[config.mk]
export PLATFORM = sky130hd
export DESIGN_NAME = tpg_adc_test_pattern_gen
export DESIGN_NICKNAME = d
export VERILOG_FILES = /design/src/tpg_pkg.sv /design/src/tpg_adc_test_pattern_gen.sv
export SDC_FILE = /design/constraint.sdc
export NUM_CORES = 1
export LEC_CHECK = 0
export BUFFER_PORTS_ARGS = -buffer_cell sky130_fd_sc_hd__buf_4
export CORE_MARGIN = 1.5
export CORE_UTILIZATION = 25
export DETAILED_ROUTE_END_ITERATION = 10
export HOLD_SLACK_MARGIN = 0.05
export SYNTH_ARGS = -nofsm -noshare
export SYNTH_HDL_FRONTEND = slang
export SYNTH_SLANG_ARGS = --single-unit
[constraint.sdc]
create_clock -name clk_sys -period 4 [get_ports clk_sys]
set_clock_uncertainty 0.1 [all_clocks]
set_input_delay 0.8 -clock clk_sys [delete_from_list [all_inputs] [get_ports clk_sys]]
set_output_delay 0.8 -clock clk_sys [all_outputs]
set_load 0.005 [all_outputs]
[src/tpg_pkg.sv]
// Constants, types and register map of the converter test-pattern generator.
package tpg_pkg;
  localparam logic [14:0] ADR_SOFT = 15'h0000;
  localparam logic [14:0] ADR_DC0 = 15'h0327;
  localparam logic [14:0] ADR_DC1 = 15'h0347;
  localparam logic [14:0] ADR_DC2 = 15'h0367;
  localparam logic [14:0] ADR_DC3 = 15'h0387;
  localparam logic [14:0] ADR_MODE = 15'h0550;
  localparam logic [14:0] ADR_USR0 = 15'h0551;
  localparam logic [14:0] ADR_USR7 = 15'h0558;
  localparam logic [14:0] ADR_LINK = 15'h0573;
  localparam logic [14:0] ADR_LINKX = 15'h0574;
  localparam logic [7:0] REG_RST = 8'h00;
  localparam logic [7:0] SOFT_RST_VAL = 8'h81;
  localparam int SOFT_B0 = 0;
  localparam int SOFT_B7 = 7;
  localparam int MODE_PNRST_L = 4;
  localparam int MODE_PNRST_S = 5;
  localparam int MODE_SINGLE = 7;
  localparam int TEN_BIT = 0;
  localparam int LINK_SEL_LSB = 4;
  localparam logic [3:0] TM_OFF = 4'h0;
  localparam logic [3:0] TM_MID = 4'h1;
  localparam logic [3:0] TM_PFS = 4'h2;
  localparam logic [3:0] TM_NFS = 4'h3;
  localparam logic [3:0] TM_CHK = 4'h4;
  localparam logic [3:0] TM_PNL = 4'h5;
  localparam logic [3:0] TM_PNS = 4'h6;
  localparam logic [3:0] TM_TOG = 4'h7;
  localparam logic [3:0] TM_USR = 4'h8;
  localparam logic [3:0] TM_RAMP = 4'hF;
  localparam logic [13:0] W_ZERO = 14'h0000;
  localparam logic [13:0] W_PFS = 14'h1FFF;
  localparam logic [13:0] W_NFS = 14'h2000;
  localparam logic [13:0] W_CK0 = 14'h1555;
  localparam logic [13:0] W_CK1 = 14'h2AAA;
  localparam logic [13:0] W_ONES = 14'h3FFF;
  // The sequence starts with the seed's lowest bit, but the register shifts left and emits its top
  // bit, so the long seed is held bit-reversed; the nine-bit short seed is its own mirror image.
  localparam logic [22:0] PN_LONG_SEED = 23'h7F_AE00;
  localparam logic [22:0] PN_SHORT_SEED = 23'h00_0092;
  localparam int PNL_MSB = 22;
  localparam int PNL_TAP = 17;
  localparam int PNS_MSB = 8;
  localparam int PNS_TAP = 4;
  localparam logic [2:0] USR_LAST = 3'h3;
  localparam logic [2:0] USR_DONE = 3'h4;
  localparam logic [3:0] INS_LAST = 4'hF;
  localparam logic [3:0] DAT_LAST = 4'h7;
  typedef enum logic {SP_INS, SP_DAT} tpg_spi_st_t;
  typedef struct packed {
    logic [13:0] i;
    logic [13:0] q;
  } tpg_iq_t;
endpackage

[src/tpg_adc_test_pattern_gen.sv]
// Converter test-pattern generator with serial control port register file.
// Notes on behaviour
// - Field code 0 passes data, 1 midscale, 2 plus full scale, 3 minus full scale, F a ramp.
// - Code 4 alternates 0x1555 and 0x2AAA every sample.
// - Code 5 runs the long pseudo_random_sequence x^23+x^18+1 from seed 0x3AFF.
// - Code 6 runs the short pseudo_random_sequence x^9+x^5+1 from seed 0x0092.
// - Code 7 alternates all zeros and all ones, zeros first.
// - Code 8 plays user patterns one to four, then repeats or gives zeros in single mode.
// - Any test code replaces converted data with the pattern into output formatting.
// - Bit 4 or bit 5 of the mode register holds both sequence generators at their seeds.
// - A digital_downconverter path carries the pattern only when its enable bit 0 is set.
// - Downconverter paths put the pattern on in-phase data only, never on quadrature.
// - Enable bit 0 of the fourth downconverter routes channel A patterns to its in-phase data.
// - Two link test registers are kept and driven out to the serial-link logic.
// - Writing 0x81 to address 0 soft resets the registers and the value clears itself.
// - Link register bits 3:0 pick the link pattern and bits 5:4 the injection point.
module tpg_adc_test_pattern_gen (
  input wire logic clk_sys,
  input wire logic reset_n,
  input wire logic spiCsN,
  input wire logic spiSclk,
  input wire logic spiSdi,
  output logic spiSdoOut,
  output logic spiSdoOe,
  input wire logic [13:0] adcData,
  input wire tpg_pkg::tpg_iq_t [3:0] ddcIn,
  output tpg_pkg::tpg_iq_t [3:0] ddcOut,
  output logic [13:0] fmtData,
  output logic testActive,
  output logic [3:0] linkPattern,
  output logic [1:0] linkInject,
  output logic [7:0] linkExt
);
  import tpg_pkg::*;

  logic [2:0] csS_r, ckS_r, diS_r;
  logic csF_r, ckF_r, diF_r, ckD_r;
  logic rise, fall;
  tpg_spi_st_t st_r;
  logic [3:0] cnt_r;
  logic [15:0] sh_r;
  logic [14:0] adr_r, wrAdr_r, rdAdr, usrOff;
  logic rd_r, wrStb_r, sdo_r, sdoOe_r;
  logic [7:0] wrDat_r, rdSh_r, rdVal;
  logic [7:0] ctl_r, mode_r, link_r, linkX_r;
  logic [7:0] dcEn_r [4];
  logic [7:0] usr_r [8];
  logic softGo;
  logic [3:0] code, codeD_r;
  logic restart, pnRst, phase, phase_r;
  logic [13:0] ramp, ramp_r, pat, usrWord;
  logic [2:0] idx, idx_r;
  logic [22:0] pnL, pnL_r, pnS, pnS_r;
  logic [36:0] pnLRun, pnSRun;
  logic [13:0] fmt_r;
  logic act_r;
  tpg_iq_t [3:0] ddc_r;

  // Pins are filtered so a single-cycle glitch on the clock pin cannot count as an edge.
  always_ff @(posedge clk_sys or negedge reset_n) begin
    if (!reset_n) begin
      csS_r <= 3'h7;
      ckS_r <= 3'h0;
      diS_r <= 3'h0;
      csF_r <= 1'b1;
      ckF_r <= 1'b0;
      diF_r <= 1'b0;
      ckD_r <= 1'b0;
    end else begin
      csS_r <= {csS_r[1:0], spiCsN};
      ckS_r <= {ckS_r[1:0], spiSclk};
      diS_r <= {diS_r[1:0], spiSdi};
      if (csS_r[2] == csS_r[1]) csF_r <= csS_r[1];
      if (ckS_r[2] == ckS_r[1]) ckF_r <= ckS_r[1];
      if (diS_r[2] == diS_r[1]) diF_r <= diS_r[1];
      ckD_r <= ckF_r;
    end
  end
  assign rise = ckF_r & ~ckD_r;
  assign fall = ckD_r & ~ckF_r;

  // Sixteen instruction bits (read flag, address), then data bytes at rising address.
  always_ff @(posedge clk_sys or negedge reset_n) begin
    if (!reset_n) begin
      st_r <= SP_INS;
      cnt_r <= 4'h0;
      sh_r <= 16'h0000;
      adr_r <= 15'h0000;
      rd_r <= 1'b0;
      wrStb_r <= 1'b0;
      wrAdr_r <= 15'h0000;
      wrDat_r <= 8'h00;
    end else begin
      wrStb_r <= 1'b0;
      if (csF_r) begin
        st_r <= SP_INS;
        cnt_r <= 4'h0;
      end else if (rise) begin
        sh_r <= {sh_r[14:0], diF_r};
        cnt_r <= cnt_r + 4'h1;
        case (st_r)
          SP_INS: begin
            if (cnt_r == INS_LAST) begin
              rd_r <= sh_r[14];
              adr_r <= {sh_r[13:0], diF_r};
              st_r <= SP_DAT;
              cnt_r <= 4'h0;
            end
          end
          SP_DAT: begin
            if (cnt_r == DAT_LAST) begin
              wrStb_r <= ~rd_r;
              wrAdr_r <= adr_r;
              wrDat_r <= {sh_r[6:0], diF_r};
              adr_r <= adr_r + 15'h0001;
              cnt_r <= 4'h0;
            end
          end
          default: st_r <= SP_INS;
        endcase
      end
    end
  end

  assign rdAdr = (st_r == SP_INS) ? {sh_r[13:0], diF_r} : adr_r + 15'h0001;
  assign usrOff = rdAdr - ADR_USR0;
  always_comb begin
    rdVal = 8'h00;
    case (rdAdr)
      ADR_SOFT: rdVal = ctl_r;
      ADR_DC0: rdVal = dcEn_r[0];
      ADR_DC1: rdVal = dcEn_r[1];
      ADR_DC2: rdVal = dcEn_r[2];
      ADR_DC3: rdVal = dcEn_r[3];
      ADR_MODE: rdVal = mode_r;
      ADR_LINK: rdVal = link_r;
      ADR_LINKX: rdVal = linkX_r;
      default: if (rdAdr >= ADR_USR0 && rdAdr <= ADR_USR7) rdVal = usr_r[usrOff[2:0]];
    endcase
  end

  // Read data leaves on falling edges so the host samples it on the following rise.
  always_ff @(posedge clk_sys or negedge reset_n) begin
    if (!reset_n) begin
      rdSh_r <= 8'h00;
      sdo_r <= 1'b0;
      sdoOe_r <= 1'b0;
    end else begin
      sdoOe_r <= ~csF_r && st_r == SP_DAT && rd_r;
      if (!csF_r && rise && (cnt_r == INS_LAST || (st_r == SP_DAT && cnt_r == DAT_LAST))) begin
        rdSh_r <= rdVal;
      end else if (!csF_r && fall && st_r == SP_DAT) begin
        sdo_r <= rdSh_r[7];
        rdSh_r <= {rdSh_r[6:0], 1'b0};
      end
    end
  end

  assign softGo = ctl_r[SOFT_B7] & ctl_r[SOFT_B0];
  always_ff @(posedge clk_sys or negedge reset_n) begin
    if (!reset_n) begin
      ctl_r <= REG_RST;
      mode_r <= REG_RST;
      link_r <= REG_RST;
      linkX_r <= REG_RST;
      for (int k = 0; k < 4; k++) dcEn_r[k] <= REG_RST;
      for (int k = 0; k < 8; k++) usr_r[k] <= REG_RST;
    end else if (softGo) begin
      ctl_r <= REG_RST;
      mode_r <= REG_RST;
      link_r <= REG_RST;
      linkX_r <= REG_RST;
      for (int k = 0; k < 4; k++) dcEn_r[k] <= REG_RST;
      for (int k = 0; k < 8; k++) usr_r[k] <= REG_RST;
    end else if (wrStb_r) begin
      case (wrAdr_r)
        ADR_SOFT: ctl_r <= wrDat_r;
        ADR_DC0: dcEn_r[0] <= wrDat_r;
        ADR_DC1: dcEn_r[1] <= wrDat_r;
        ADR_DC2: dcEn_r[2] <= wrDat_r;
        ADR_DC3: dcEn_r[3] <= wrDat_r;
        ADR_MODE: mode_r <= wrDat_r;
        ADR_LINK: link_r <= wrDat_r;
        ADR_LINKX: linkX_r <= wrDat_r;
        default: begin
          if (wrAdr_r >= ADR_USR0 && wrAdr_r <= ADR_USR7) begin
            usr_r[3'(wrAdr_r - ADR_USR0)] <= wrDat_r;
          end
        end
      endcase
    end
  end

  function automatic logic [36:0] pnRun(input logic [22:0] s, input int msb, input int tap);
    logic [22:0] v;
    logic [13:0] o;
    v = s;
    o = 14'h0000;
    for (int b = 0; b < 14; b++) begin
      o = {o[12:0], v[msb]};
      v = {v[21:0], v[msb] ^ v[tap]};
    end
    return {v, o};
  endfunction

  assign code = mode_r[3:0];
  assign restart = code != codeD_r;
  assign pnRst = mode_r[MODE_PNRST_L] | mode_r[MODE_PNRST_S];
  assign phase = restart ? 1'b0 : phase_r;
  assign ramp = restart ? W_ZERO : ramp_r;
  assign idx = restart ? 3'h0 : idx_r;
  assign pnL = (pnRst || restart) ? PN_LONG_SEED : pnL_r;
  assign pnS = (pnRst || restart) ? PN_SHORT_SEED : pnS_r;
  assign pnLRun = pnRun(pnL, PNL_MSB, PNL_TAP);
  assign pnSRun = pnRun(pnS, PNS_MSB, PNS_TAP);
  assign usrWord = (idx == USR_DONE) ? W_ZERO : {usr_r[2 * idx + 1], usr_r[2 * idx][7:2]};

  always_comb begin
    case (code)
      TM_MID: pat = W_ZERO;
      TM_PFS: pat = W_PFS;
      TM_NFS: pat = W_NFS;
      TM_CHK: pat = phase ? W_CK1 : W_CK0;
      TM_PNL: pat = pnLRun[13:0];
      TM_PNS: pat = pnSRun[13:0];
      TM_TOG: pat = phase ? W_ONES : W_ZERO;
      TM_USR: pat = usrWord;
      TM_RAMP: pat = ramp;
      default: pat = W_ZERO;
    endcase
  end

  always_ff @(posedge clk_sys or negedge reset_n) begin
    if (!reset_n) begin
      codeD_r <= TM_OFF;
      phase_r <= 1'b0;
      ramp_r <= W_ZERO;
      idx_r <= 3'h0;
      pnL_r <= PN_LONG_SEED;
      pnS_r <= PN_SHORT_SEED;
    end else begin
      codeD_r <= code;
      phase_r <= ~phase;
      ramp_r <= ramp + 14'h0001;
      pnL_r <= pnLRun[36:14];
      pnS_r <= pnSRun[36:14];
      if (idx == USR_LAST) idx_r <= mode_r[MODE_SINGLE] ? USR_DONE : 3'h0;
      else if (idx == USR_DONE) idx_r <= USR_DONE;
      else idx_r <= idx + 3'h1;
    end
  end

  // The analog path is cut only by the code; the sample input is simply not selected.
  always_ff @(posedge clk_sys or negedge reset_n) begin
    if (!reset_n) begin
      fmt_r <= W_ZERO;
      act_r <= 1'b0;
      ddc_r <= '0;
    end else begin
      act_r <= code != TM_OFF;
      fmt_r <= (code != TM_OFF) ? pat : adcData;
      for (int k = 0; k < 4; k++) begin
        ddc_r[k].i <= (code != TM_OFF && dcEn_r[k][TEN_BIT]) ? pat : ddcIn[k].i;
        ddc_r[k].q <= ddcIn[k].q;
      end
    end
  end

  assign spiSdoOut = sdo_r;
  assign spiSdoOe = sdoOe_r;
  assign fmtData = fmt_r;
  assign testActive = act_r;
  assign ddcOut = ddc_r;
  assign linkPattern = link_r[3:0];
  assign linkInject = link_r[LINK_SEL_LSB+1:LINK_SEL_LSB];
  assign linkExt = linkX_r;
endmodule

Yosys cells after proc, flatten, opt, wreduce, memory -nomap -nowiden --
Index checks and enable logic that the tools add are counted. W data, S select, Z words.
Operators by class: $add $sub $neg 7, $lt $le $gt $ge 9, equality and inequality tests 33, multiplexer cells 72, bitwise gates (word level) 43, reduce and logical (&&, ||, !) cells 47
Operators with widths (count):
- $mux W64 | 4
- $mux W8 | 26
- $mux W14 | 9
- $eq A15 B10 Y1 const B | 8
- $pmux W14 S8 | 1
- $eq A15 B11 Y1 const B | 6
- $bmux W8 S3 | 3
- $ge A33 B4 Y1 const B | 2
- $bwmux W64 | 1
- $mux W32 | 2
- $pmux W8 S8 | 1
- $mux W15 | 3
- $not A4 Y33 | 1
- $not A5 Y33 | 1
- $ge A15 B11 Y1 const B | 2
- $le A15 B11 Y1 const B | 2
- $logic_not A15 Y1 | 2
- $pmux W15 S2 | 1
- $xor A1 B1 Y1 | 28
- $demux W8 S3 | 1
- $reduce_bool A2 Y1 | 12
- $mux W23 | 1
- $eq A4 B3 Y1 const B | 5
- $reduce_and A2 Y1 | 10
- 32 further kinds | 79
Word-level totals: bits in registers 392, input port bits 131, output and inout port bits 143

Logic depth before layout (Yosys ltp) --
Gate-level depths: netlist of the first run.
depth in word-level cells 11, mapped depth 14

Least setup slack after synthesis of the first run --
OpenSTA, ideal clock, no wires.
kind register to register, start point register st_r, end point register rdSh_r[0], data arrival time 3.343 ns, setup slack 0.427 ns, stages on the path, launching flop included 12, path buffers 5, period minus slack after synthesis 3.573 ns, cell sequence dfrtp_1 > buf_2 > clkinv_1 > clkbuf_1 > mux2i_2 > buf_2 > ha_1 > buf_1 > clkbuf_1 > mux4_2 > mux2i_1 > o22ai_2
Between the ends: cells in the longest elaborated chain, start to end 9
RTL lines:
- from (decl) | line tpg_adc_test_pattern_gen.sv:39 | tpg_spi_st_t st_r;
- from (signal assigned) | line tpg_adc_test_pattern_gen.sv:85 | st_r <= SP_INS;
- from (signal assigned) | line tpg_adc_test_pattern_gen.sv:96 | st_r <= SP_INS;
- from (signal assigned) | line tpg_adc_test_pattern_gen.sv:106 | st_r <= SP_DAT;
- $mux W15 | line tpg_adc_test_pattern_gen.sv:125 | assign rdAdr = (st_r == SP_INS) ? {sh_r[13:0], diF_r} : adr_r + 15'h0001;
- $sub A3 B1 Y3 | line tpg_adc_test_pattern_gen.sv:126 | assign usrOff = rdAdr - ADR_USR0;
- $not A3 Y4 (implied by the code) | line tpg_adc_test_pattern_gen.sv:138 | default: if (rdAdr >= ADR_USR0 && rdAdr <= ADR_USR7) rdVal = usr_r[usrOff[2:0]];
- $bmux W8 S3 | line tpg_adc_test_pattern_gen.sv:138
- $mux W8 (implied by the code) (2 in series) | line tpg_adc_test_pattern_gen.sv:138
- $mux W8 | line tpg_adc_test_pattern_gen.sv:138
- $pmux W8 S8 | line tpg_adc_test_pattern_gen.sv:129 | case (rdAdr)
- $mux W8 | line tpg_adc_test_pattern_gen.sv:150 | if (!csF_r && rise && (cnt_r == INS_LAST || (st_r == SP_DAT && cnt_r == DAT_LAST))) begin
- to (signal assigned) | line tpg_adc_test_pattern_gen.sv:151 | rdSh_r <= rdVal;
- to (signal assigned) | line tpg_adc_test_pattern_gen.sv:154 | rdSh_r <= {rdSh_r[6:0], 1'b0};
- to (decl) | line tpg_adc_test_pattern_gen.sv:44 | logic [7:0] wrDat_r, rdSh_r, rdVal;
Several ways; a longest one is shown, not always the timed one. The select of a mux whose other input is x is not followed. A chain may end at the register's enable or synchronous reset.

Worst setup path in the final report of the first run --
start point register adr_r[2], end point register rdSh_r[0]
Between the ends: cells in the longest elaborated chain, start to end 10
RTL lines:
- from (decl) | line tpg_adc_test_pattern_gen.sv:42 | logic [14:0] adr_r, wrAdr_r, rdAdr, usrOff;
- from (signal assigned) | line tpg_adc_test_pattern_gen.sv:105 | adr_r <= {sh_r[13:0], diF_r};
- from (signal assigned) | line tpg_adc_test_pattern_gen.sv:115 | adr_r <= adr_r + 15'h0001;
- $add A15 B1 Y15 (*) | line tpg_adc_test_pattern_gen.sv:125
- $mux W15 (*) | line tpg_adc_test_pattern_gen.sv:125
- $sub A3 B1 Y3 | line tpg_adc_test_pattern_gen.sv:126
- $not A3 Y4 (implied by the code) | line tpg_adc_test_pattern_gen.sv:138
- $bmux W8 S3 | line tpg_adc_test_pattern_gen.sv:138
- $mux W8 (implied by the code) (2 in series) | line tpg_adc_test_pattern_gen.sv:138
- $mux W8 | line tpg_adc_test_pattern_gen.sv:138
- $pmux W8 S8 (*) | line tpg_adc_test_pattern_gen.sv:129
- $mux W8 (*) | line tpg_adc_test_pattern_gen.sv:150
Mark *: on every way between the ends. The rest lies on a longest branch, timed or not. The select of a mux whose other input is x is not followed.

==> flow_results.xml, run 1 <==
<?xml version="1.0" encoding="UTF-8"?>
<metrics>
  <group name="clock_tree">
    <metric name="ctsResizeCount" unit="">0</metric>
    <metric name="cts-buffers-inserted" unit="">44</metric>
    <metric name="max-clock-path-buffers" unit="">3</metric>
    <metric name="number_of_buffers_inserted_to_repair_setup_after_cts" unit="">0</metric>
    <metric name="cts_htree_levels" unit="">2</metric>
    <metric name="post_cts_hold_buffer_count" unit="">0</metric>
    <metric name="worst_setup_hold_path_clk_slew" unit="ns">0.06</metric>
    <metric name="clkLatencyLatePin" unit="ns">0.59</metric>
    <metric name="cts_num_sinks" unit="">392</metric>
    <metric name="cts_root_buf" unit="">clkbuf_16</metric>
    <metric name="clock_tree_from_tritoncts" unit="">built</metric>
  </group>
  <group name="logic_synthesis">
    <metric name="synth_enable_flop_cells" unit="">0</metric>
    <metric name="synth_top_family_by_area" unit="">simple AND/OR/NAND/NOR gates</metric>
    <metric name="synth_top_flop_cell" unit="">dfrtp_1</metric>
    <metric name="synth-compound-area-share" unit="%">9.97</metric>
    <metric name="yosys.area_share.xor_xnor" unit="%">2.33</metric>
    <metric name="ys_types" unit="">76</metric>
    <metric name="async_flop_share" unit="%">100</metric>
    <metric name="yosysWarningCount" unit="">0</metric>
    <metric name="syn-cell-area" unit="mm²">0.0177</metric>
    <metric name="yosys.area.top_type" unit="">dfrtp_1</metric>
    <metric name="post_synth_inst_count" unit="">1618</metric>
    <metric name="synth_top_cells_by_area" unit="">dfrtp_1, mux2i_1, nor2_1</metric>
    <metric name="syn-mean-instance-area" unit="µm²">10.9</metric>
    <metric name="synth_seq_cells" unit="">392</metric>
    <metric name="synth_top_cell_area_share" unit="%">52.9</metric>
    <metric name="synth.yosys.seq_area_share" unit="%">55.7</metric>
    <metric name="synthSimpleGateAreaFrac" unit="%">14.9</metric>
    <metric name="mappedNetlistNets" unit="">1763</metric>
    <metric name="synthMuxAreaShare" unit="%">13.1</metric>
    <metric name="synth_fa_ha_area_share" unit="%">1.16</metric>
  </group>
  <group name="sta">
    <metric name="timing_worst_slew_pin_value" unit="ns">1.13</metric>
    <metric name="min_clock_period_post_route" unit="ns">3.76</metric>
    <metric name="drv_slew" unit="">0</metric>
    <metric name="clock.fmax" unit="MHz">266</metric>
    <metric name="maxSlewHeadroom" unit="%">24.8</metric>
    <metric name="fin_setup_tns" unit="ns">0</metric>
    <metric name="grt_setup_unrepaired" unit="">no</metric>
    <metric name="finalHoldViolCount" unit="">0</metric>
    <metric name="timing.final.setup_violations" unit="">0</metric>
    <metric name="final_min_period_over_clock_period" unit="%">94.0</metric>
  </group>
  <group name="grt">
    <metric name="antenna_found_initial" unit="">1</metric>
    <metric name="first_global_vias" unit="">13300</metric>
    <metric name="wire_length_of_the_first_global_routing_pass" unit="µm">80200</metric>
    <metric name="grt_start_max_net_pins" unit="">102</metric>
    <metric name="gr-total-overflow" unit="">0</metric>
    <metric name="track_usage" unit="%">14.2</metric>
  </group>
  <group name="worst_setup_path">
    <metric name="r2r_end" unit="">rdSh_r[0]</metric>
    <metric name="critical-path-slowest-cell" unit="">nor3_2</metric>
    <metric name="ff2ff_path_depth" unit="">9</metric>
    <metric name="crit_path_cell_trace" unit="">nand3_1 -&gt; o41a_1 -&gt; a221oi_1 -&gt; and4_1 -&gt; o2111ai_1 -&gt; nor3_2 -&gt; a22oi_1 -&gt; and3_1 -&gt; o22ai_2</metric>
    <metric name="crit_type" unit="">register to register</metric>
    <metric name="timing.critical_path.from" unit="">adr_r[2]</metric>
    <metric name="timing.reg2reg.setup_slack" unit="ns">0.24</metric>
    <metric name="cp-start-kind" unit="">register</metric>
    <metric name="worstPathArrival" unit="ns">4.16</metric>
    <metric name="critical_path.endpoint_type" unit="">register</metric>
    <metric name="worstPathRequired" unit="ns">4.40</metric>
    <metric name="critPathMaxFanout" unit="">11</metric>
    <metric name="crit_path_max_incr_delay" unit="ns">0.56</metric>
    <metric name="worstReg2RegStart" unit="">adr_r[2]</metric>
    <metric name="setup.worst_path.end" unit="">rdSh_r[0]</metric>
  </group>
  <group name="place">
    <metric name="post_dp_cell_area" unit="mm²">0.0209</metric>
    <metric name="gpl.final_weighted_congestion" unit="">0.885</metric>
    <metric name="hpwlAfterDp" unit="µm">37400</metric>
    <metric name="placement.io_buffers" unit="">273</metric>
  </group>
  <group name="status">
    <metric name="outcome" unit="">complete, no violations</metric>
  </group>
  <group name="routing">
    <metric name="dr_wl_met3" unit="µm">2980</metric>
    <metric name="route.antenna.remaining_nets" unit="">0</metric>
    <metric name="detail_route.vias_per_cell" unit="">4.73</metric>
    <metric name="top_signal_layer_used" unit="">met4</metric>
    <metric name="post-route-drc-count" unit="">0</metric>
    <metric name="number_of_detailed_routing_iterations_run_before_antenna_repair" unit="">5</metric>
    <metric name="post_drt_wl_per_cell" unit="µm">18.6</metric>
    <metric name="drt-total-wl" unit="µm">53000</metric>
    <metric name="dr_total_vias" unit="">13500</metric>
    <metric name="detailedRoute.firstIterationViolations" unit="">1046</metric>
    <metric name="wirelength_met1" unit="µm">23900</metric>
    <metric name="wl_met2" unit="µm">25000</metric>
  </group>
  <group name="floorplanning">
    <metric name="placeableCoreArea" unit="mm²">0.0700</metric>
    <metric name="floorplan.rows" unit="">97</metric>
    <metric name="die_height" unit="µm">269</metric>
    <metric name="dieWidth" unit="µm">269</metric>
    <metric name="initial_utilization" unit="%">25.2</metric>
    <metric name="die-area" unit="mm²">0.0722</metric>
    <metric name="top_level_ports" unit="">274</metric>
  </group>
  <group name="worst_hold_path">
    <metric name="worstHoldPathType" unit="">primary input to async pin</metric>
  </group>
  <group name="finish">
    <metric name="syn2layout_area_growth" unit="%">27.1</metric>
    <metric name="drive_gt1_share" unit="%">26.1</metric>
    <metric name="design.final.nets" unit="">2027</metric>
    <metric name="nFillCells" unit="">7065</metric>
    <metric name="n_antenna_cell" unit="">0</metric>
    <metric name="finish.instance_area" unit="mm²">0.0224</metric>
  </group>
  <group name="run">
    <metric name="timing.max_cap.violations" unit="">0</metric>
  </group>
  <group name="power_and_ir_drop">
    <metric name="power_leakage" unit="nW">10.6</metric>
    <metric name="ir_drop" unit="V">0.000292</metric>
    <metric name="power_density" unit="mW/mm²">416</metric>
  </group>
</metrics>
-- cell type report --
type                            count  area [µm²]  area share [%]
Timing Repair Buffer              324        2490            11.1
Clock inverter                     16         231            1.03
Inverter                           16        60.1           0.268
Clock buffer                       64        1300            5.78
Multi-Input combinational cell   1104        7350            32.8
Sequential cell                   392        9830            43.8
Tap cell                          940        1180            5.24
-- worst min-delay path by stage --
stage,startpoint,end,cells past startpoint
after floorplan,ckS_r[0],ckS_r[1],0
after global placement,ckS_r[0],ckS_r[1],0
after detailed placement,ckS_r[0],ckS_r[1],0
after CTS,reset_n,spiSdoOe,1
after global routing,reset_n,spiSdoOe,1
final,reset_n,spiSdoOe,1
-- layout by cell type, fill, tap and decap left out, types with 8 or more instances in the layout --
cell type	n
and3_1	14
mux2i_1	146
o21ai_0	118
nor2_1	206
nand4_1	13
clkbuf_1	9
nor3_1	25
a41oi_1	9
xnor2_1	34
nand3_1	21
nor2b_1	23
nand2_1	178
dfrtp_1	373
a22o_1	18
a211oi_1	15
dfstp_2	19
a21oi_1	34
ha_1	14
a311oi_1	14
and2_1	19
clkbuf_16	45
buf_4	319
a22oi_1	8
xor2_1	13
clkbuf_8	10
mux4_2	16
nand2b_1	9
mux2_2	42
a31oi_1	8
inv_1	15
-- per-stage QoR --
| stage | setup slack [ns] | utilization [%] | total power [mW] | hold slack, ns | cells |
|---|---|---|---|---|---|
| floorplan | 0.427 | - | 4.71 | 0.231 | 1618 |
| global placement | 0.345 | 29.9 | 5.17 | 0.240 | 2776 |
| detailed placement | 0.259 | 29.9 | 5.18 | 0.239 | 2776 |
| CTS | 0.248 | 32.0 | 9.45 | 0.147 | 2856 |
| global route | 0.0186 | 32.0 | 9.69 | 0.155 | 2856 |
| finish | 0.239 | 32.0 | 9.33 | 0.0919 | 2856 |
-- Yosys cell counts (all sizes together) (4+ instances only) --
cell type,instances
or3,7
a211oi,15
o22ai,8
nand3,22
xnor2,34
clkbuf,69
a31o,4
dfrtp,373
and2,21
nor3b,7
nand4b,4
nor4,7
nor2,208
ha,14
o21a,4
o21ai,118
buf,37
mux4,16
a41oi,9
nand2b,9
nor2b,23
nand4,14
a2111oi,6
and3,15
nor3,32
xor2,13
a22o,18
and4,4
a221oi,5
a22oi,8
mux2i,147
dfstp,19
a31oi,8
inv,15
a21oi,34
a311oi,14
nand2,178
mux2,42
-- cells by family (layout without fill, tap and decap cells) --
group / Yosys count / count (layout)
flops: 392 / 392
buf+inv: 122 / 420
compound gates: 272 / 272
fa+ha+maj: 17 / 17
mux: 205 / 205
xor+xnor: 47 / 47
simple gates: 563 / 563
-- state kept, by name, summed over array words and instances, names as in the netlist, 9 cells and up --
signal,cells
ramp_r,14
usr_r,64
dcEn_r,32
fmtData,14
wrAdr_r,15
pnL_r,23
sh_r,15
adr_r,15
ddcOut,112
pnS_r,9
-- layer usage --
metal,up-vias,track usage [%]
li1,6192,-
met1,6807,19.7
met2,421,22.7
met3,83,2.49
met4,0,4.31
met5,-,0
-- power breakdown --
group	switching, mW	total [mW]	leakage (nW)	internal, mW
clock network	1.69	4.21	0.741	2.53
registers	0.0976	4.19	5.06	4.09
logic	0.511	0.930	4.79	0.420
-- worst max-delay path, delay by kind of cell (launching register included) --
| family | cells | cell delay [ns] |
|---|---|---|
| AO/OA/AOI/OAI | 5 | 1.47 |
| flip-flops | 1 | 0.52 |
| AND/OR/NAND/NOR | 4 | 1.58 |
No activity file was read; power rests on OpenSTA's default activity.
==> run 2: changes to the inputs <==
--- a/config.mk
+++ b/config.mk
@@ -7,9 +7,10 @@
 export LEC_CHECK = 0
 export BUFFER_PORTS_ARGS = -buffer_cell sky130_fd_sc_hd__buf_4
 export CORE_MARGIN = 1.5
-export CORE_UTILIZATION = 25
+export CORE_UTILIZATION = 57
 export DETAILED_ROUTE_END_ITERATION = 10
 export HOLD_SLACK_MARGIN = 0.05
+export PLACE_DENSITY_LB_ADDON = 0.05
 export SYNTH_ARGS = -nofsm -noshare
 export SYNTH_HDL_FRONTEND = slang
 export SYNTH_SLANG_ARGS = --single-unit
==> flow_results.xml, run 2 (synthesis gave the netlist of run 1 again) <==
<?xml version="1.0" encoding="UTF-8"?>
<metrics>
  <group name="routing">
    <metric name="detail_route.vias_per_cell" unit="">5.96</metric>
    <metric name="route.antenna.remaining_nets" unit="">0</metric>
    <metric name="detailedRoute.firstIterationViolations" unit="">1250</metric>
    <metric name="post-route-drc-count" unit="">0</metric>
    <metric name="dr_total_vias" unit="">13700</metric>
    <metric name="post_drt_wl_per_cell" unit="µm">21.0</metric>
    <metric name="number_of_detailed_routing_iterations_run_before_antenna_repair" unit="">5</metric>
    <metric name="drt-total-wl" unit="µm">48400</metric>
  </group>
  <group name="finish">
    <metric name="nFillCells" unit="">2244</metric>
    <metric name="syn2layout_area_growth" unit="%">21.9</metric>
    <metric name="n_antenna_cell" unit="">0</metric>
    <metric name="postLayoutCoreUtil" unit="%">70.5</metric>
    <metric name="largest_register_ffs" unit="">112</metric>
    <metric name="drive_gt1_share" unit="%">25.5</metric>
    <metric name="leading_cell_types_in_the_layout_fill_and_taps_excluded" unit="">dfrtp_1, buf_4, nor2_1, nand2_1, mux2i_1</metric>
    <metric name="design.final.nets" unit="">2020</metric>
    <metric name="final_common_cell" unit="">dfrtp_1</metric>
  </group>
  <group name="worst_setup_path">
    <metric name="worstPathRequired" unit="ns">4.32</metric>
    <metric name="crit_path_max_incr_delay" unit="ns">0.77</metric>
    <metric name="crit_path_cell_trace" unit="">xnor2_1 -&gt; and4_1 -&gt; nand2_1 -&gt; ha_1 -&gt; nand3_1 -&gt; nand4b_1 -&gt; a311oi_1 -&gt; nor3_1 -&gt; o21ai_0</metric>
    <metric name="critical-path-slowest-cell" unit="">a311oi_1</metric>
    <metric name="worstPathArrival" unit="ns">4.18</metric>
    <metric name="crit_family" unit="">simple AND/OR/NAND/NOR gates</metric>
    <metric name="critical_path_buf_inv_count" unit="">0</metric>
    <metric name="critical_path.endpoint_type" unit="">register</metric>
    <metric name="crit_type" unit="">register to register</metric>
    <metric name="cp-start-kind" unit="">register</metric>
    <metric name="critPathMaxFanout" unit="">14</metric>
    <metric name="timing.reg2reg.setup_slack" unit="ns">0.14</metric>
  </group>
  <group name="sta">
    <metric name="timing_worst_slew_pin_value" unit="ns">1.01</metric>
    <metric name="drv_slew" unit="">0</metric>
    <metric name="min_clock_period_post_route" unit="ns">3.86</metric>
    <metric name="maxSlewHeadroom" unit="%">32.4</metric>
    <metric name="finalHoldViolCount" unit="">0</metric>
    <metric name="final_min_period_over_clock_period" unit="%">96.5</metric>
    <metric name="grt_setup_unrepaired" unit="">yes</metric>
    <metric name="timing.final.setup_violations" unit="">0</metric>
    <metric name="clock.fmax" unit="MHz">259</metric>
    <metric name="fin_ws" unit="ns">0.138</metric>
  </group>
  <group name="floorplanning">
    <metric name="die_height" unit="µm">179</metric>
    <metric name="initial_utilization" unit="%">57.9</metric>
    <metric name="top_level_ports" unit="">274</metric>
    <metric name="die-area" unit="mm²">0.0320</metric>
    <metric name="placeableCoreArea" unit="mm²">0.0305</metric>
    <metric name="floorplan.rows" unit="">64</metric>
    <metric name="dieWidth" unit="µm">179</metric>
  </group>
  <group name="clock_tree">
    <metric name="post_cts_hold_buffer_count" unit="">0</metric>
    <metric name="number_of_buffers_inserted_to_repair_setup_after_cts" unit="">0</metric>
    <metric name="cts_root_buf" unit="">clkbuf_16</metric>
    <metric name="cts_htree_levels" unit="">2</metric>
    <metric name="clkLatencyLatePin" unit="ns">0.53</metric>
    <metric name="max-clock-path-buffers" unit="">3</metric>
    <metric name="cts_num_sinks" unit="">392</metric>
    <metric name="worst_setup_hold_path_clk_slew" unit="ns">0.06</metric>
    <metric name="cts-buffers-inserted" unit="">41</metric>
    <metric name="ctsResizeCount" unit="">0</metric>
    <metric name="clock_tree_from_tritoncts" unit="">built</metric>
  </group>
  <group name="grt">
    <metric name="track_usage" unit="%">30.4</metric>
    <metric name="grt_start_max_net_pins" unit="">88</metric>
    <metric name="wire_length_of_the_first_global_routing_pass" unit="µm">75000</metric>
    <metric name="antenna_found_initial" unit="">0</metric>
    <metric name="gr-total-overflow" unit="">0</metric>
    <metric name="first_global_vias" unit="">13200</metric>
  </group>
  <group name="power_and_ir_drop">
    <metric name="ir_drop" unit="V">0.000418</metric>
    <metric name="power_leakage" unit="nW">10.5</metric>
    <metric name="power_density" unit="mW/mm²">411</metric>
  </group>
  <group name="place">
    <metric name="hpwlAfterDp" unit="µm">33800</metric>
    <metric name="place_ws" unit="ns">0.248</metric>
    <metric name="placement.io_buffers" unit="">273</metric>
    <metric name="gpl.final_weighted_congestion" unit="">0.950</metric>
  </group>
  <group name="run">
    <metric name="timing.max_cap.violations" unit="">0</metric>
  </group>
  <group name="status">
    <metric name="outcome" unit="">complete, no violations</metric>
  </group>
  <group name="worst_hold_path">
    <metric name="worstHoldPathType" unit="">primary input to async pin</metric>
  </group>
</metrics>
run 2: cell types whose count changed in the layout (fill, tap and decap cells not counted), sizes merged:
cell      before  now
bufinv         4    1
inv           16   15
buf          324  320
clkinvlp       3    0
run 2: worst register-to-register path: stages, from the launching register on:
cell and delay [ns]:
dfrtp_1 0.63, xnor2_1 0.20, and4_1 0.42, nand2_1 0.13
ha_1 0.21, nand3_1 0.12, nand4b_1 0.57, a311oi_1 0.78
nor3_1 0.32, o21ai_0 0.28
run 2: stage by stage:
step	hold slack (ns)	TNS (ns)	instance area, µm²	cells	power (mW)
6_report	0.151	0	21500	2301	8.85
4_1_cts	0.193	0	21500	2301	8.91
2_1_floorplan	0.231	0	17700	1618	4.71
3_3_place_gp	0.235	0	20200	2228	5.17
3_5_place_dp	0.241	0	20200	2228	5.18
5_1_grt	0.200	-0.402	21500	2301	9.15
run 2: metal layers:
metal	wire length [µm]	vias up	track usage, %
met5	0	-	0
met4	1100	0	7.99
met3	3450	81	4.41
met2	22700	616	47.9
met1	21100	6825	44.4
li1	-	6186	-
run 2: area by class of cell:
cell class | instances | area [µm²] | share of cell area (%)
Clock buffer | 64 | 1240 | 5.78
Multi-Input combinational cell | 1104 | 7340 | 34.1
Clock inverter | 9 | 85.1 | 0.395
Inverter | 16 | 60.1 | 0.279
Timing Repair Buffer | 320 | 2460 | 11.4
Tap cell | 396 | 495 | 2.30
Sequential cell | 392 | 9830 | 45.7
run 2: worst paths after layout:
| kind | from | end | cells past startpoint |
|---|---|---|---|
| setup / recovery | mode_r[0] | ddcOut[21] | 9 |
| hold / removal | reset_n | adr_r[9] | 1 |
| setup reg to reg | mode_r[0] | ddcOut[21] | 9 |
| hold reg to reg | ckS_r[0] | ckS_r[1] | 0 |
| max in group asynchronous | reset_n | csS_r[2] | 2 |
| min in group clk_sys | ckS_r[0] | ckS_r[1] | 0 |
run 2: power breakdown:
| part | internal [mW] | switching [mW] | total [mW] |
|---|---|---|---|
| Clock | 2.20 | 1.53 | 3.73 |
| Sequential | 4.09 | 0.102 | 4.19 |
| Combinational | 0.417 | 0.512 | 0.929 |
==> run 3: changes to the inputs <==
--- a/config.mk
+++ b/config.mk
@@ -5,10 +5,10 @@
 export SDC_FILE = /design/constraint.sdc
 export NUM_CORES = 1
 export LEC_CHECK = 0
-export BUFFER_PORTS_ARGS = -buffer_cell sky130_fd_sc_hd__buf_4
 export CORE_MARGIN = 1.5
-export CORE_UTILIZATION = 57
+export CORE_UTILIZATION = 60
 export DETAILED_ROUTE_END_ITERATION = 10
+export DONT_BUFFER_PORTS = 1
 export HOLD_SLACK_MARGIN = 0.05
 export PLACE_DENSITY_LB_ADDON = 0.05
 export SYNTH_ARGS = -nofsm -noshare
==> flow_results.xml, run 3 (synthesis gave the netlist of run 1 again) <==
<?xml version="1.0" encoding="UTF-8"?>
<metrics>
  <group name="status">
    <metric name="outcome" unit="">finished, violations left</metric>
    <metric name="violations" unit="">hold timing</metric>
  </group>
  <group name="sta">
    <metric name="hold-worst-slack" unit="ns">-0.128</metric>
    <metric name="fin_setup_tns" unit="ns">0</metric>
    <metric name="final_min_period_over_clock_period" unit="%">90.6</metric>
    <metric name="clock.fmax" unit="MHz">276</metric>
    <metric name="finalHoldViolCount" unit="">373</metric>
    <metric name="fin_ws" unit="ns">0.375</metric>
    <metric name="min_clock_period_post_route" unit="ns">3.62</metric>
    <metric name="maxSlewHeadroom" unit="%">19.1</metric>
    <metric name="drv_slew" unit="">0</metric>
    <metric name="grt_setup_unrepaired" unit="">no</metric>
    <metric name="timing.final.setup_violations" unit="">0</metric>
    <metric name="timing_worst_slew_pin_value" unit="ns">1.20</metric>
  </group>
  <group name="clock_tree">
    <metric name="cts_root_buf" unit="">clkbuf_16</metric>
    <metric name="cts_htree_levels" unit="">2</metric>
    <metric name="clkLatencyLatePin" unit="ns">0.53</metric>
    <metric name="worst_setup_hold_path_clk_slew" unit="ns">0.06</metric>
    <metric name="max-clock-path-buffers" unit="">3</metric>
    <metric name="cts-buffers-inserted" unit="">41</metric>
    <metric name="cts_num_sinks" unit="">392</metric>
    <metric name="ctsResizeCount" unit="">0</metric>
    <metric name="clock_tree_from_tritoncts" unit="">built</metric>
  </group>
  <group name="power_and_ir_drop">
    <metric name="power_leakage" unit="nW">9.18</metric>
    <metric name="ir_drop" unit="V">0.000444</metric>
    <metric name="total_power" unit="mW">8.90</metric>
    <metric name="power_density" unit="mW/mm²">456</metric>
  </group>
  <group name="floorplanning">
    <metric name="dieWidth" unit="µm">175</metric>
    <metric name="floorplan.rows" unit="">62</metric>
    <metric name="placeableCoreArea" unit="mm²">0.0289</metric>
    <metric name="initial_utilization" unit="%">61.2</metric>
    <metric name="die_height" unit="µm">175</metric>
    <metric name="top_level_ports" unit="">274</metric>
    <metric name="die-area" unit="mm²">0.0305</metric>
  </group>
  <group name="finish">
    <metric name="largest_register_ffs" unit="">112</metric>
    <metric name="drive_gt1_share" unit="%">13.1</metric>
    <metric name="design.final.nets" unit="">1746</metric>
    <metric name="final_common_cell" unit="">dfrtp_1</metric>
    <metric name="n_antenna_cell" unit="">0</metric>
    <metric name="syn2layout_area_growth" unit="%">10.6</metric>
    <metric name="leading_cell_types_in_the_layout_fill_and_taps_excluded" unit="">dfrtp_1, nor2_1, nand2_1, mux2i_1, o21ai_0</metric>
  </group>
  <group name="place">
    <metric name="hpwlAfterDp" unit="µm">31100</metric>
    <metric name="placement.io_buffers" unit="">0</metric>
    <metric name="place_ws" unit="ns">0.480</metric>
    <metric name="gpl.final_weighted_congestion" unit="">0.922</metric>
  </group>
  <group name="routing">
    <metric name="drt-total-wl" unit="µm">45600</metric>
    <metric name="detail_route.vias_per_cell" unit="">6.18</metric>
    <metric name="route.antenna.remaining_nets" unit="">0</metric>
    <metric name="post_drt_wl_per_cell" unit="µm">22.6</metric>
    <metric name="detailedRoute.firstIterationViolations" unit="">1104</metric>
    <metric name="post-route-drc-count" unit="">0</metric>
    <metric name="dr_total_vias" unit="">12400</metric>
    <metric name="number_of_detailed_routing_iterations_run_before_antenna_repair" unit="">5</metric>
  </group>
  <group name="worst_setup_path">
    <metric name="critical-path-slowest-cell" unit="">dfrtp_1</metric>
    <metric name="ff2ff_path_depth" unit="">11</metric>
    <metric name="worstPathRequired" unit="ns">4.33</metric>
    <metric name="worstSetupPathDepth" unit="">11</metric>
    <metric name="cp-start-kind" unit="">register</metric>
    <metric name="critical_path.endpoint_type" unit="">register</metric>
    <metric name="crit_family" unit="">compound AO/OA/AOI/OAI gates</metric>
    <metric name="crit_type" unit="">register to register</metric>
    <metric name="critical_path_buf_inv_count" unit="">1</metric>
    <metric name="critPathMaxFanout" unit="">12</metric>
    <metric name="crit_path_max_incr_delay" unit="ns">0.46</metric>
    <metric name="crit_path_cell_trace" unit="">ha_1 -&gt; nand4_4 -&gt; o41a_1 -&gt; a221oi_1 -&gt; and4_1 -&gt; buf_4 -&gt; and3_1 -&gt; o21ai_0 -&gt; o221ai_2 -&gt; nor2_1 -&gt; o22ai_1</metric>
    <metric name="worstPathArrival" unit="ns">3.96</metric>
  </group>
  <group name="worst_hold_path">
    <metric name="worstHoldPathType" unit="">primary input to async pin</metric>
  </group>
  <group name="grt">
    <metric name="track_usage" unit="%">30.2</metric>
    <metric name="gr-total-overflow" unit="">0</metric>
    <metric name="first_global_vias" unit="">12000</metric>
    <metric name="grt_start_max_net_pins" unit="">393</metric>
    <metric name="wire_length_of_the_first_global_routing_pass" unit="µm">71100</metric>
    <metric name="antenna_found_initial" unit="">0</metric>
  </group>
  <group name="run">
    <metric name="timing.max_cap.violations" unit="">0</metric>
  </group>
</metrics>
==> run 3: changes by cell type in the layout (fill, tap and decap cells not counted), sizes merged <==
cell,change
inv,+1
clkinv,-5
clkinvlp,+5
bufinv,+6
buf,-274
clkbuf,-7
==> run 3: power breakdown <==
group | internal, mW | switching [mW] | total (mW) | leakage (nW)
Combinational | 0.259 | 0.374 | 0.634 | 3.42
Clock | 2.52 | 1.55 | 4.06 | 0.696
Sequential | 4.09 | 0.113 | 4.20 | 5.06
Total | 6.87 | 2.03 | 8.90 | 9.18
==> run 3: worst register-to-register path, cell delays in order (launching register included) <==
cell      delay (ns)
dfrtp_1         0.46
ha_1            0.33
nand4_4         0.19
o41a_1          0.41
a221oi_1        0.28
and4_1          0.32
buf_4           0.22
and3_1          0.36
o21ai_0         0.19
o221ai_2        0.40
nor2_1          0.10
o22ai_1         0.18
==> run 3: worst paths after layout <==
| path | slack (ns) | endpoint | startpoint |
|---|---|---|---|
| max | 0.38 | rdSh_r[6] | adr_r[0] |
| min | -0.13 | sh_r[14] | reset_n |
| max reg2reg | 0.38 | rdSh_r[6] | adr_r[0] |
| min reg2reg | 0.25 | ckS_r[1] | ckS_r[0] |
| max in group asynchronous | 3.47 | pnL_r[17] | reset_n |
| min in group clk_sys | 0.17 | csS_r[0] | spiCsN |
==> run 3: what timing repair did <==
| item | CTS | global route |
|---|---|---|
| endpoints found under the hold margin | 373 | 373 |
| setup buffers | 0 | 0 |
| endpoints found under the setup margin | 0 | 0 |
==> run 3: area by class of cell <==
| type | instances | area [µm²] |
|---|---|---|
| clock buffers | 57 | 1180 |
| clock inverters | 16 | 287 |
| fillers | 2172 | 9340 |
| inverters | 16 | 60.1 |
| multi-input cells | 1104 | 7340 |
| flip-flops and latches | 392 | 9830 |
| well taps | 384 | 480 |
| repair buffers | 46 | 345 |
==> run 3: layer usage <==
layer	GRT usage [%]	up-vias	wire, µm
met5	0	-	0
met4	6.55	0	851
met3	5.66	61	3060
met2	46.8	468	21400
met1	44.5	6279	20300
li1	-	5636	-
==> run 3: metrics by stage <==
step / util, % / area (µm²) / std cells
after floorplan: - / 17700 / 1618
after global placement: 62.6 / 18100 / 1942
after detailed placement: 62.6 / 18100 / 1942
after CTS: 67.6 / 19500 / 2015
after global routing: 67.6 / 19500 / 2015
final: 67.6 / 19500 / 2015
